`config.mk`:
```
export PLATFORM = sky130hd
export DESIGN_NAME = data_transfer_instruction_unit
export DESIGN_NICKNAME = d
export VERILOG_FILES = /design/src/pkg/dtu_pkg.sv /design/src/hw/cpu_state_timer.sv /design/src/hw/cpu_reg_file.sv /design/src/hw/data_transfer_instruction_unit.sv
export SDC_FILE = /design/constraint.sdc
export NUM_CORES = 1
export LEC_CHECK = 0
export BUFFER_PORTS_ARGS = -buffer_cell sky130_fd_sc_hd__buf_2
export CORE_MARGIN = 2
export CORE_UTILIZATION = 55
export CTS_CLUSTER_SIZE = 40
export DETAILED_ROUTE_END_ITERATION = 10
export PLACE_DENSITY = 0.75
export SETUP_SLACK_MARGIN = 0.15
export SKIP_CTS_REPAIR_TIMING = 1
export SYNTH_ARGS = -nofsm -noshare
export SYNTH_HDL_FRONTEND = slang
export SYNTH_SLANG_ARGS = --single-unit
```
`constraint.sdc`:
```
create_clock -name i_clk_sys -period 3.1 [get_ports i_clk_sys]
set_input_delay 0.775 -clock i_clk_sys [delete_from_list [all_inputs] [get_ports i_clk_sys]]
set_output_delay 0.775 -clock i_clk_sys [all_outputs]
set_load 0.01 [all_outputs]
```
`src/pkg/dtu_pkg.sv`:
```
// Shared constants, types and encodings for the data transfer instruction unit
package dtu_pkg;

  ////////////////////////////////////////////////////////////////////////////
  // Timing
  localparam int unsigned CLK_PERIOD_NS = 25;
  // One CPU state is 0.20 us
  localparam int unsigned STATE_TIME_NS = 200;
  localparam int unsigned STATE_CLKS    = (STATE_TIME_NS + CLK_PERIOD_NS - 1) / CLK_PERIOD_NS;

  localparam int unsigned M1_BASE_STATES         = 4;
  localparam int unsigned MX_BASE_STATES         = 3;
  localparam int unsigned WAIT_STATES_PER_ACCESS = 2;
  localparam logic [2:0]  M1_STATES = 3'(M1_BASE_STATES + WAIT_STATES_PER_ACCESS);
  localparam logic [2:0]  MX_STATES = 3'(MX_BASE_STATES + WAIT_STATES_PER_ACCESS);

  ////////////////////////////////////////////////////////////////////////////
  // Register field encodings
  localparam logic [2:0] REG_B = 3'h0;
  localparam logic [2:0] REG_C = 3'h1;
  localparam logic [2:0] REG_D = 3'h2;
  localparam logic [2:0] REG_E = 3'h3;
  localparam logic [2:0] REG_H = 3'h4;
  localparam logic [2:0] REG_L = 3'h5;
  localparam logic [2:0] REG_M = 3'h6;
  localparam logic [2:0] REG_A = 3'h7;

  localparam logic [1:0] PAIR_BC = 2'h0;
  localparam logic [1:0] PAIR_DE = 2'h1;
  localparam logic [1:0] PAIR_HL = 2'h2;
  localparam logic [1:0] PAIR_SP = 2'h3;

  ////////////////////////////////////////////////////////////////////////////
  // Opcode patterns and field positions
  localparam logic [1:0] GRP_COPY     = 2'h1;
  localparam logic [1:0] GRP_LOW      = 2'h0;
  localparam logic [2:0] LOW_IMM_TAIL = 3'h6;
  localparam logic [3:0] LOW_PAIR_TAIL = 4'h1;
  localparam logic [7:0] OPC_HALT_SLOT          = 8'h76;
  localparam logic [7:0] OPC_ACC_DIRECT_LOAD    = 8'h3a;
  localparam logic [7:0] OPC_ACC_DIRECT_STORE   = 8'h32;
  localparam logic [7:0] OPC_HL_DIRECT_LOAD     = 8'h2a;
  localparam logic [7:0] OPC_HL_DIRECT_STORE    = 8'h22;

  localparam int unsigned GRP_MSB  = 7;
  localparam int unsigned GRP_LSB  = 6;
  localparam int unsigned DEST_MSB = 5;
  localparam int unsigned DEST_LSB = 3;
  localparam int unsigned SRC_MSB  = 2;
  localparam int unsigned SRC_LSB  = 0;
  localparam int unsigned PAIR_MSB = 5;
  localparam int unsigned PAIR_LSB = 4;

  ////////////////////////////////////////////////////////////////////////////
  // Reset values
  localparam logic [15:0] PC_RESET    = 16'h0000;
  localparam logic [15:0] SP_RESET    = 16'h0000;
  localparam logic [7:0]  REG_RESET   = 8'h00;
  localparam logic [4:0]  FLAGS_RESET = 5'h00;

  ////////////////////////////////////////////////////////////////////////////
  // Types
  typedef enum logic [4:0] {
    MC_FETCH = 5'b00001,
    MC_OPND1 = 5'b00010,
    MC_OPND2 = 5'b00100,
    MC_MEM1  = 5'b01000,
    MC_MEM2  = 5'b10000
  } mc_e;

  typedef struct packed {
    logic        rd;
    logic        wr;
    logic [15:0] addr;
    logic [7:0]  wdata;
  } mem_req_s;

endpackage

```
`src/hw/cpu_state_timer.sv`:
```
// Divider that marks the last clock of every CPU state
`timescale 1ns/1ps
`default_nettype none

module cpu_state_timer #(
  parameter int unsigned STATE_CLKS = dtu_pkg::STATE_CLKS
) (
  input  wire logic i_clk_sys,
  input  wire logic i_nrst,
  input  wire logic i_ce,
  output logic      o_tick
);

  localparam int unsigned CW   = (STATE_CLKS > 1) ? $clog2(STATE_CLKS) : 1;
  localparam logic [CW-1:0] LAST = CW'(STATE_CLKS - 1);

  logic [CW-1:0] cnt_reg;
  logic [CW-1:0] cnt_next;

  always_comb begin
    cnt_next = cnt_reg;
    if (i_ce) begin
      cnt_next = (cnt_reg == LAST) ? '0 : cnt_reg + 1'b1;
    end
  end

  always_ff @(posedge i_clk_sys) begin
    if (!i_nrst) begin
      cnt_reg <= '0;
    end else begin
      cnt_reg <= cnt_next;
    end
  end

  assign o_tick = i_ce && (cnt_reg == LAST);

endmodule

`default_nettype wire

```
`src/hw/cpu_reg_file.sv`:
```
// Eight-slot byte register file with two write ports
`timescale 1ns/1ps
`default_nettype none

module cpu_reg_file #(
  parameter int unsigned ENTRIES = 8
) (
  input  wire logic       i_clk_sys,
  input  wire logic       i_nrst,
  input  wire logic       i_ce,
  input  wire logic [2:0] i_rd_idx,
  input  wire logic       i_wa_en,
  input  wire logic [2:0] i_wa_idx,
  input  wire logic [7:0] i_wa_data,
  input  wire logic       i_wb_en,
  input  wire logic [2:0] i_wb_idx,
  input  wire logic [7:0] i_wb_data,
  output logic [7:0]      o_rd_data,
  output logic [7:0]      o_acc,
  output logic [7:0]      o_h,
  output logic [7:0]      o_l
);

  logic [7:0] regs_reg  [ENTRIES];
  logic [7:0] regs_next [ENTRIES];

  for (genvar i = 0; i < ENTRIES; i++) begin : g_entry
    always_comb begin
      regs_next[i] = regs_reg[i];
      if (i_wa_en && (i_wa_idx == 3'(i))) begin
        regs_next[i] = i_wa_data;
      end else if (i_wb_en && (i_wb_idx == 3'(i))) begin
        regs_next[i] = i_wb_data;
      end
    end

    always_ff @(posedge i_clk_sys) begin
      if (!i_nrst) begin
        regs_reg[i] <= dtu_pkg::REG_RESET;
      end else if (i_ce) begin
        regs_reg[i] <= regs_next[i];
      end
    end
  end

  assign o_rd_data = regs_reg[i_rd_idx];
  assign o_acc     = regs_reg[dtu_pkg::REG_A];
  assign o_h       = regs_reg[dtu_pkg::REG_H];
  assign o_l       = regs_reg[dtu_pkg::REG_L];

endmodule

`default_nettype wire

```
`src/hw/data_transfer_instruction_unit.sv`:
```
// Fetch, decode and machine cycle sequencing for the data transfer instructions
`timescale 1ns/1ps
`default_nettype none

// Overview of operation
// - One CPU state lasts 0.2 us, counted as clock cycles.
// - No data transfer instruction changes any of the five flags.
// - Register copy: source into destination, one machine cycle, 6 states.
// - Copy from memory at H/L into a register, two cycles, 11 states.
// - Copy a register to memory at H/L, opcode 01110sss, 11 states.
// - Immediate copy: byte 2 into register, opcode 00ddd110, 11 states.
// - Immediate copy to memory at H/L, three cycles, 16 states.
// - Pair load: byte 3 into high, byte 2 into low register, 16 states.
// - Direct accumulator load from address byte3:byte2, 21 states.
// - Direct accumulator store to address byte3:byte2, 21 states.
// - Direct H/L store: L to address, H to address plus one, 26 states.
// - Each memory access adds its wait states to the base states.
module data_transfer_instruction_unit #(
  parameter int unsigned  STATE_CLKS = dtu_pkg::STATE_CLKS,
  parameter logic [15:0]  PC_INIT    = dtu_pkg::PC_RESET
) (
  input  wire logic       i_clk_sys,
  input  wire logic       i_nrst,
  input  wire logic       i_ce,
  input  wire logic [7:0] i_mem_rdata,
  output var dtu_pkg::mem_req_s o_mem,
  output logic [15:0]     o_pc,
  output logic [15:0]     o_sp,
  output logic [4:0]      o_flags,
  output logic            o_instr_done,
  output logic [5:0]      o_instr_states,
  output logic            o_unsupported
);

  ////////////////////////////////////////////////////////////////////////////
  // State
  dtu_pkg::mc_e      mc_reg;
  dtu_pkg::mc_e      mc_next;
  dtu_pkg::mem_req_s mem_reg;
  dtu_pkg::mem_req_s mem_next;
  logic [7:0]        op_reg;
  logic [7:0]        op_next;
  logic [7:0]        byte2_reg;
  logic [7:0]        byte2_next;
  logic [15:0]       addr_reg;
  logic [15:0]       addr_next;
  logic [15:0]       pc_reg;
  logic [15:0]       pc_next;
  logic [15:0]       sp_reg;
  logic [15:0]       sp_next;
  logic [4:0]        flags_reg;
  logic [4:0]        flags_next;
  logic [2:0]        st_cnt_reg;
  logic [2:0]        st_cnt_next;
  logic [5:0]        ist_reg;
  logic [5:0]        ist_next;
  logic [5:0]        ist_out_reg;
  logic [5:0]        ist_out_next;
  logic              done_reg;
  logic              done_next;
  logic              unsup_reg;
  logic              unsup_next;
  logic              tick;
  logic [2:0]        mc_len;
  logic              cycle_end;
  logic              finish;
  logic [7:0]        op;
  logic [2:0]        rd_idx;
  logic [7:0]        rd_data;
  logic [7:0]        acc;
  logic [7:0]        reg_h;
  logic [7:0]        reg_l;
  logic [15:0]       hl;
  logic [15:0]       word;
  logic              wa_en;
  logic [2:0]        wa_idx;
  logic [7:0]        wa_data;
  logic              wb_en;
  logic [2:0]        wb_idx;
  logic [7:0]        wb_data;

  ////////////////////////////////////////////////////////////////////////////
  // Submodules
  cpu_state_timer #(
    .STATE_CLKS (STATE_CLKS)
  ) u_timer (
    .i_clk_sys (i_clk_sys),
    .i_nrst    (i_nrst),
    .i_ce      (i_ce),
    .o_tick    (tick)
  );
  cpu_reg_file #(
    .ENTRIES (8)
  ) u_regs (
    .i_clk_sys (i_clk_sys),
    .i_nrst    (i_nrst),
    .i_ce      (i_ce),
    .i_rd_idx  (rd_idx),
    .i_wa_en   (wa_en),
    .i_wa_idx  (wa_idx),
    .i_wa_data (wa_data),
    .i_wb_en   (wb_en),
    .i_wb_idx  (wb_idx),
    .i_wb_data (wb_data),
    .o_rd_data (rd_data),
    .o_acc     (acc),
    .o_h       (reg_h),
    .o_l       (reg_l)
  );

  assign hl   = {reg_h, reg_l};
  assign word = {i_mem_rdata, byte2_reg};
  // Opcode byte is still on the bus at the end of the fetch cycle
  assign op     = (mc_reg == dtu_pkg::MC_FETCH) ? i_mem_rdata : op_reg;
  assign rd_idx = op[dtu_pkg::SRC_MSB:dtu_pkg::SRC_LSB];

  ////////////////////////////////////////////////////////////////////////////
  // Machine cycle length
  always_comb begin
    mc_len = (mc_reg == dtu_pkg::MC_FETCH) ? dtu_pkg::M1_STATES : dtu_pkg::MX_STATES;
    cycle_end = tick && (st_cnt_reg == mc_len - 3'h1);
    st_cnt_next = st_cnt_reg;
    if (tick) begin
      st_cnt_next = cycle_end ? 3'h0 : st_cnt_reg + 3'h1;
    end
  end

  ////////////////////////////////////////////////////////////////////////////
  // Sequencer
  always_comb begin
    mc_next    = mc_reg;
    mem_next   = mem_reg;
    op_next    = op_reg;
    byte2_next = byte2_reg;
    addr_next  = addr_reg;
    pc_next    = pc_reg;
    sp_next    = sp_reg;
    flags_next = flags_reg;
    finish     = 1'b0;
    unsup_next = 1'b0;
    wa_en      = 1'b0;
    wa_idx     = op[dtu_pkg::DEST_MSB:dtu_pkg::DEST_LSB];
    wa_data    = rd_data;
    wb_en      = 1'b0;
    wb_idx     = dtu_pkg::REG_C;
    wb_data    = byte2_reg;
    if (cycle_end) begin
      mem_next.rd = 1'b0;
      mem_next.wr = 1'b0;
      case (mc_reg)
        dtu_pkg::MC_FETCH: begin
          op_next = op;
          pc_next = pc_reg + 16'h0001;
          if (op[dtu_pkg::GRP_MSB:dtu_pkg::GRP_LSB] == dtu_pkg::GRP_COPY && op != dtu_pkg::OPC_HALT_SLOT) begin
            if (op[dtu_pkg::SRC_MSB:dtu_pkg::SRC_LSB] == dtu_pkg::REG_M) begin
              mc_next      = dtu_pkg::MC_MEM1;
              mem_next.rd  = 1'b1;
              mem_next.addr = hl;
            end else if (op[dtu_pkg::DEST_MSB:dtu_pkg::DEST_LSB] == dtu_pkg::REG_M) begin
              mc_next        = dtu_pkg::MC_MEM1;
              mem_next.wr    = 1'b1;
              mem_next.addr  = hl;
              mem_next.wdata = rd_data;
            end else begin
              wa_en  = 1'b1;
              finish = 1'b1;
            end
          end else if ((op[dtu_pkg::GRP_MSB:dtu_pkg::GRP_LSB] == dtu_pkg::GRP_LOW &&
                        (op[dtu_pkg::SRC_MSB:dtu_pkg::SRC_LSB] == dtu_pkg::LOW_IMM_TAIL ||
                         op[3:0] == dtu_pkg::LOW_PAIR_TAIL)) ||
                       op == dtu_pkg::OPC_ACC_DIRECT_LOAD || op == dtu_pkg::OPC_ACC_DIRECT_STORE ||
                       op == dtu_pkg::OPC_HL_DIRECT_LOAD || op == dtu_pkg::OPC_HL_DIRECT_STORE) begin
            mc_next       = dtu_pkg::MC_OPND1;
            mem_next.rd   = 1'b1;
            mem_next.addr = pc_next;
          end else begin
            // Other groups belong to other units; this one retires them in one cycle
            unsup_next = 1'b1;
            finish     = 1'b1;
          end
        end
        dtu_pkg::MC_OPND1: begin
          byte2_next = i_mem_rdata;
          pc_next    = pc_reg + 16'h0001;
          if (op_reg[dtu_pkg::SRC_MSB:dtu_pkg::SRC_LSB] == dtu_pkg::LOW_IMM_TAIL &&
              op_reg[dtu_pkg::GRP_MSB:dtu_pkg::GRP_LSB] == dtu_pkg::GRP_LOW) begin
            if (op_reg[dtu_pkg::DEST_MSB:dtu_pkg::DEST_LSB] == dtu_pkg::REG_M) begin
              mc_next        = dtu_pkg::MC_MEM1;
              mem_next.wr    = 1'b1;
              mem_next.addr  = hl;
              mem_next.wdata = i_mem_rdata;
            end else begin
              wa_en   = 1'b1;
              wa_data = i_mem_rdata;
              finish  = 1'b1;
            end
          end else begin
            mc_next       = dtu_pkg::MC_OPND2;
            mem_next.rd   = 1'b1;
            mem_next.addr = pc_next;
          end
        end
        dtu_pkg::MC_OPND2: begin
          pc_next   = pc_reg + 16'h0001;
          addr_next = word;
          if (op_reg[3:0] == dtu_pkg::LOW_PAIR_TAIL) begin
            finish = 1'b1;
            if (op_reg[dtu_pkg::PAIR_MSB:dtu_pkg::PAIR_LSB] == dtu_pkg::PAIR_SP) begin
              sp_next = word;
            end else begin
              // Pair code doubles as the high register's field: B/C, D/E, H/L
              wa_en   = 1'b1;
              wa_idx  = {op_reg[dtu_pkg::PAIR_MSB:dtu_pkg::PAIR_LSB], 1'b0};
              wa_data = i_mem_rdata;
              wb_en   = 1'b1;
              wb_idx  = {op_reg[dtu_pkg::PAIR_MSB:dtu_pkg::PAIR_LSB], 1'b1};
            end
          end else begin
            mc_next       = dtu_pkg::MC_MEM1;
            mem_next.addr = word;
            if (op_reg == dtu_pkg::OPC_ACC_DIRECT_STORE) begin
              mem_next.wr    = 1'b1;
              mem_next.wdata = acc;
            end else if (op_reg == dtu_pkg::OPC_HL_DIRECT_STORE) begin
              mem_next.wr    = 1'b1;
              mem_next.wdata = reg_l;
            end else begin
              mem_next.rd = 1'b1;
            end
          end
        end
        dtu_pkg::MC_MEM1: begin
          if (op_reg == dtu_pkg::OPC_HL_DIRECT_LOAD || op_reg == dtu_pkg::OPC_HL_DIRECT_STORE) begin
            mc_next        = dtu_pkg::MC_MEM2;
            mem_next.rd    = (op_reg == dtu_pkg::OPC_HL_DIRECT_LOAD);
            mem_next.wr    = (op_reg == dtu_pkg::OPC_HL_DIRECT_STORE);
            mem_next.addr  = addr_reg + 16'h0001;
            mem_next.wdata = reg_h;
            wa_en          = (op_reg == dtu_pkg::OPC_HL_DIRECT_LOAD);
            wa_idx         = dtu_pkg::REG_L;
            wa_data        = i_mem_rdata;
          end else begin
            finish = 1'b1;
            if (op_reg == dtu_pkg::OPC_ACC_DIRECT_LOAD) begin
              wa_en   = 1'b1;
              wa_idx  = dtu_pkg::REG_A;
              wa_data = i_mem_rdata;
            end else if (op_reg[dtu_pkg::GRP_MSB:dtu_pkg::GRP_LSB] == dtu_pkg::GRP_COPY &&
                         op_reg[dtu_pkg::SRC_MSB:dtu_pkg::SRC_LSB] == dtu_pkg::REG_M) begin
              wa_en   = 1'b1;
              wa_data = i_mem_rdata;
            end
          end
        end
        dtu_pkg::MC_MEM2: begin
          finish = 1'b1;
          if (op_reg == dtu_pkg::OPC_HL_DIRECT_LOAD) begin
            wa_en   = 1'b1;
            wa_idx  = dtu_pkg::REG_H;
            wa_data = i_mem_rdata;
          end
        end
        default: begin
          finish = 1'b1;
        end
      endcase
      if (finish) begin
        mc_next       = dtu_pkg::MC_FETCH;
        mem_next.rd   = 1'b1;
        mem_next.addr = pc_next;
      end
    end
  end

  ////////////////////////////////////////////////////////////////////////////
  // Instruction state counter, reported with the completion pulse
  always_comb begin
    ist_next     = ist_reg + 6'(tick);
    ist_out_next = ist_out_reg;
    done_next    = 1'b0;
    if (finish) begin
      ist_next     = 6'h00;
      ist_out_next = ist_reg + 6'h01;
      done_next    = 1'b1;
    end
  end

  ////////////////////////////////////////////////////////////////////////////
  // Registers
  always_ff @(posedge i_clk_sys) begin
    if (!i_nrst) begin
      mc_reg      <= dtu_pkg::MC_FETCH;
      mem_reg     <= '{rd: 1'b1, wr: 1'b0, addr: PC_INIT, wdata: 8'h00};
      op_reg      <= 8'h00;
      byte2_reg   <= 8'h00;
      addr_reg    <= 16'h0000;
      pc_reg      <= PC_INIT;
      sp_reg      <= dtu_pkg::SP_RESET;
      flags_reg   <= dtu_pkg::FLAGS_RESET;
      st_cnt_reg  <= 3'h0;
      ist_reg     <= 6'h00;
      ist_out_reg <= 6'h00;
      done_reg    <= 1'b0;
      unsup_reg   <= 1'b0;
    end else if (i_ce) begin
      mc_reg      <= mc_next;
      mem_reg     <= mem_next;
      op_reg      <= op_next;
      byte2_reg   <= byte2_next;
      addr_reg    <= addr_next;
      pc_reg      <= pc_next;
      sp_reg      <= sp_next;
      flags_reg   <= flags_next;
      st_cnt_reg  <= st_cnt_next;
      ist_reg     <= ist_next;
      ist_out_reg <= ist_out_next;
      done_reg    <= done_next;
      unsup_reg   <= unsup_next;
    end
  end

  assign o_mem          = mem_reg;
  assign o_pc           = pc_reg;
  assign o_sp           = sp_reg;
  assign o_flags        = flags_reg;
  assign o_instr_done   = done_reg;
  assign o_instr_states = ist_out_reg;
  assign o_unsupported  = unsup_reg;

endmodule

`default_nettype wire

```
Word-level counts from Yosys, hierarchy flattened

Memories as Yosys holds them, arrays and structs flattened.
Index checks and enable logic that the tools add are counted.

Output and inout bits: 71
Word-level logic and storage cells: 262
Latch bits: 0
Bits in read-only memories: 0
Memory bits (writable): 64
Flip-flop bits (word level): 115
Input port bits: 11
Memories kept: 1

Memory list:

| memory          | depth | bits a word | read ports | clocked after memory_dff | wr ports | line               | source |
|---|---|---|---|---|---|---|---|
| u_regs.regs_reg | 8     | 8           | 4          | 0                        | 8        | cpu_reg_file.sv:24 | `logic [7:0] regs_reg [ENTRIES];` |

$add $sub $neg: 7
$lt $le $gt $ge: 0
Eq/ne operators: 60
Bitwise logic cells: 8
Multiply operators: 0
Reductions and logical operators: 52
Muxes and demuxes: 118
Div/mod/pow operators: 0
Shifts and indexed selects: 0

Operator list:

| operator              | count |
|---|---|
| $mux 8                | 39 |
| $pmux 26 s4           | 1 |
| $mux 16               | 6 |
| $eq 8x6->1 const B    | 8 |
| $mux 26               | 2 |
| $mux 25               | 2 |
| $mux 5                | 9 |
| $mux 1                | 40 |
| $eq 3x3->1 const B    | 13 |
| $mux 3                | 12 |
| $add 16x1->16 const B | 2 |
| $pmux 8 s4            | 1 |
| $ne 2x2->1 const B    | 13 |
| $logic_and 1x1->1     | 22 |
| $reduce_and 2->1      | 11 |
| $pmux 5 s4            | 1 |
| $eq 3x2->1 const B    | 4 |
| $reduce_and 11->1     | 1 |
| $ne 3x3->1 const B    | 3 |
| $pmux 3 s3            | 1 |
| $reduce_and 3->1      | 3 |
| $eq 4x1->1 const B    | 2 |
| $ne 8x7->1 const B    | 1 |
| $or 1x1->1            | 8 |
| 29 further kinds      | 40 |

Longest topological paths before layout

Depth after elaboration: 15
Mapped depth: 10
Gate-level depth less buffers: 9

Hierarchy

Synthesis repeated with hierarchy kept, for this count alone.

Cells, all modules: 1112
Area, all modules: 10331.2 µm²

By module, submodules not included:

| module                         | cells an instance | seq. area each (µm²) | area each (µm²) | times used |
|---|---|---|---|---|
| data_transfer_instruction_unit | 824               | 2242.2               | 6696.4          | 1 |
| cpu_reg_file                   | 274               | 1921.8               | 3479.6          | 1 |
| cpu_state_timer                | 14                | 60.1                 | 155.1           | 1 |

Worst setup path after synthesis

Ideal clock, no wire load.

Path kind: register to register
Start: register mc_reg[0]
End: memory u_regs.regs_reg[4][0] (enable)
Required time: 2.702 ns
Setup time: 0.398 ns
Data arrival time: 2.945 ns
Setup slack: -0.243 ns
Buffers on the path: 1
Period minus slack after synthesis: 3.343 ns
Stages on the path, launching flop included: 7
Path through: dfxtp_1 or3_1 buf_2 or4b_4 a221oi_1 o21ai_0 o41ai_1

RTL lines:

| item                   | line                                  | source |
|---|---|---|
| from (decl)            | data_transfer_instruction_unit.sv:37  | `dtu_pkg::mc_e mc_reg;` |
| from (signal assigned) | data_transfer_instruction_unit.sv:292 | `mc_reg <= dtu_pkg::MC_FETCH;` |
| from (signal assigned) | data_transfer_instruction_unit.sv:306 | `mc_reg <= mc_next;` |
| to (decl)              | cpu_reg_file.sv:24                    |  |

==> summary.md <==
| Metric | Value |
|---|---|
| Max cap viols | 0 |
| Slew margin rel. | 36.1% |
| Count of pins over their slew limit | 0 |
| WL final | 39100 microns |
| Crit path capture type | register |
| CTS tree | done |
| Die area | 0.0216 sq mm |
| Max Clock Skew | 0.0114 ns |
| Ys Warns | 0 |
| Ports | 82 |
| Vias in the first global route | 10529 |
| Synth area leaders | dfxtp_1 (20%), edfxtp_1 (17%), nand2_1 (5.2%) |
| Initial DRC Count | 1784 |
| FMAX | 335 MHz |
| Ant diodes | 0 |
| Cell with the most instances after synthesis | nand2_1 |
| DIE HEIGHT | 147 microns |
| RSZ-0062 raised after global routing | true |
| Max reg flops | 64 |
| Synth cell count leaders | nand2_1 (157), dfxtp_1 (115), nor2_1 (115) |
| Post-layout minimum cycle time | 2.99 ns |
| Met1 Wirelength | 15800 microns |
| Crit share post-route | 96.3% |
| Smallest hold slack | 0.451 ns |
| Cell mode on critical path | buf_4 |
| Crit path cell chain | buf_4 > or2_2 > buf_12 > a211oi_1 > a311oi_1 > buf_4 > mux4_2 > and2_1 > nor3b_2 |
| Crit path kind | register to register |
| Final worst setup slack | 0.114 ns |
| First-pass GRT wire length | 60500 microns |
| Routed WL per cell | 23.3 microns |
| CP max stage delay | 0.54 ns |
| Count of cell types in the netlist | 86 |
| Detailed Place HPWL | 27400 microns |
| RD Place Congestion | 1.03 |
| Power, Total | 5180 uW |
| Chip Width | 147 microns |
| Synth async-reset ratio | 0% |
| Clk pin slew, worst setup/hold paths | 0.07 ns |
| Worst slack at placement | -0.157 ns |
| Status | finished clean |
| Post-route ant nets | 0 |
| Clock buffer depth | 2 |
| Total core area | 0.0202 sq mm |
| Vias/cell | 6.75 |
| Max layer used | met4 |
| Final hold violation count | 0 |
| Crit path DAT | 3.22 ns |
| Top-area cell type share of the netlist area | 20.5% |
| Hold Crit Class | register to register |
| Top_reg_cell synth | dfxtp_1 |
| H-tree levels | 4 |
| Area leader, netlist | dfxtp_1 |
| Syn Std Cell Area | 0.0112 sq mm |
| Clock Sink Count | 179 |
| Synthesized flop and latch total | 179 |
| Post-synth EDFFs | 64 |
| Initial Util | 55.7% |
| Crit path launch type | register |
| DRC viols | 0 |
| Cell Pwr Density | 393 mW/mm^2 |
| Syn avg cell area | 8.64 sq um |
| CTS Root Cell | clkbuf_16 |
| Worst path slowest cell | mux4_2 |
| Seq/Total Area, Yosys | 37.6% |
| DR pass1 iterations | 6 |
| Total number of vias | 11326 |
| Synth Instances | 1300 |
| Area Overhead vs Synth | 17.3% |
| Worst Path Max Fanout | 59 |
| Port Buffer Count | 76 |
| Grt ovf | 0 |
| DR WL met2 | 17000 microns |
| Tot GR Track Use | 35.9% |
| Slew @ Worst Pin | 0.949 ns |
| Clock Latency Late Sink | 0.45 ns |
| Layout Utilization | 65.4% |
| Layout cells sized above 1 | 20.1% |
| P_leak | 0.00535 uW |
| Setup violators final | 0 |
| Met3 wire length | 4700 microns |
| Req. time, crit path | 3.34 ns |
| Largest net degree at the start of global routing | 85 |
| Final #Nets | 1413 |
| Antenna violations before repair | 0 |
| Site Rows | 52 |
| CTS Buf Count | 17 |
| Worst vdd ir | 0.395 mV |
report_power, final:
part	total, uW	internal (uW)	switching [uW]
registers	2520	2480	47.4
logic	434	163	271
clock network	2230	1250	976
total	5180	3890	1290
cells by family after synthesis:
group                      synth area share [%]
muxes                                      6.35
xor gates and xnor gates                   4.68
other                                    0.0334
buffers and inverters                      5.12
AOI/OAI and AO/OA                          21.4
DFF                                        37.6
and+or+nand+nor                            23.9
adders and majority gates                 0.891
cell usage in the layout (no fill, tap or decap), types with 9 or more instances in the layout:
cell type    n
nor3_1      30
nand4_1     19
or2_2       11
edfxtp_1    64
a211oi_1    41
xnor2_1     27
and2_1      10
nand2_1    155
o22ai_1     12
o21ai_0     42
nand3b_1     9
a31oi_1     13
nand2b_1    38
nor4b_1      9
o2111ai_1    9
a221oi_1    12
nor2_1     115
nand3_1     41
a22o_1      11
a311oi_1    29
dfxtp_1    112
and3_1      14
inv_1       18
o211a_1     26
clkbuf_16   18
buf_2       76
xor2_1      33
a21oi_1     63
mux2i_1     51
buf_4      108
path summary, 6_finish.rpt:
| check | from | endpoint | slack [ns] | cells after the start |
|---|---|---|---|---|
| worst min register to register | o_sp[0] | o_sp[0] | 0.45 | 2 |
| worst max-delay path | mc_reg[3] | u_regs.regs_reg[0][1] | 0.11 | 9 |
| worst min-delay path | o_sp[0] | o_sp[0] | 0.45 | 2 |
| worst max register to register | mc_reg[3] | u_regs.regs_reg[0][1] | 0.11 | 9 |
metal layers:
metal  track usage [%]  up-vias
li1                  -     5037
met1              49.8     5333
met2              53.7      791
met3              8.73      165
met4              15.3        0
met5                 0        -
worst max-delay path, delay by kind of cell, from the launching register on:
family | cells | cell delay (ns)
mux | 1 | 0.54
compound gates | 2 | 0.38
simple gates | 3 | 0.95
flops | 1 | 0.30
buf+inv | 3 | 0.56
stage by stage:
stage / std cells / area (sq um) / TNS, ns
floorplan: 1304 / 11300 / 0
global placement: 1640 / 12400 / -0.155
detailed placement: 1640 / 12400 / -0.170
CTS: 1672 / 13000 / -0.0320
global route: 1677 / 13200 / 0
finish: 1677 / 13200 / 0
area by class of cell:
class | count | area [sq um]
clock buffers | 23 | 509
clock inverters | 9 | 90.1
fillers | 1686 | 6980
inverters | 19 | 71.3
multi-input cells | 984 | 6590
flip-flops and latches | 179 | 4230
well taps | 270 | 338
repair buffers | 193 | 1360
(Power assumes the default switching activity.)
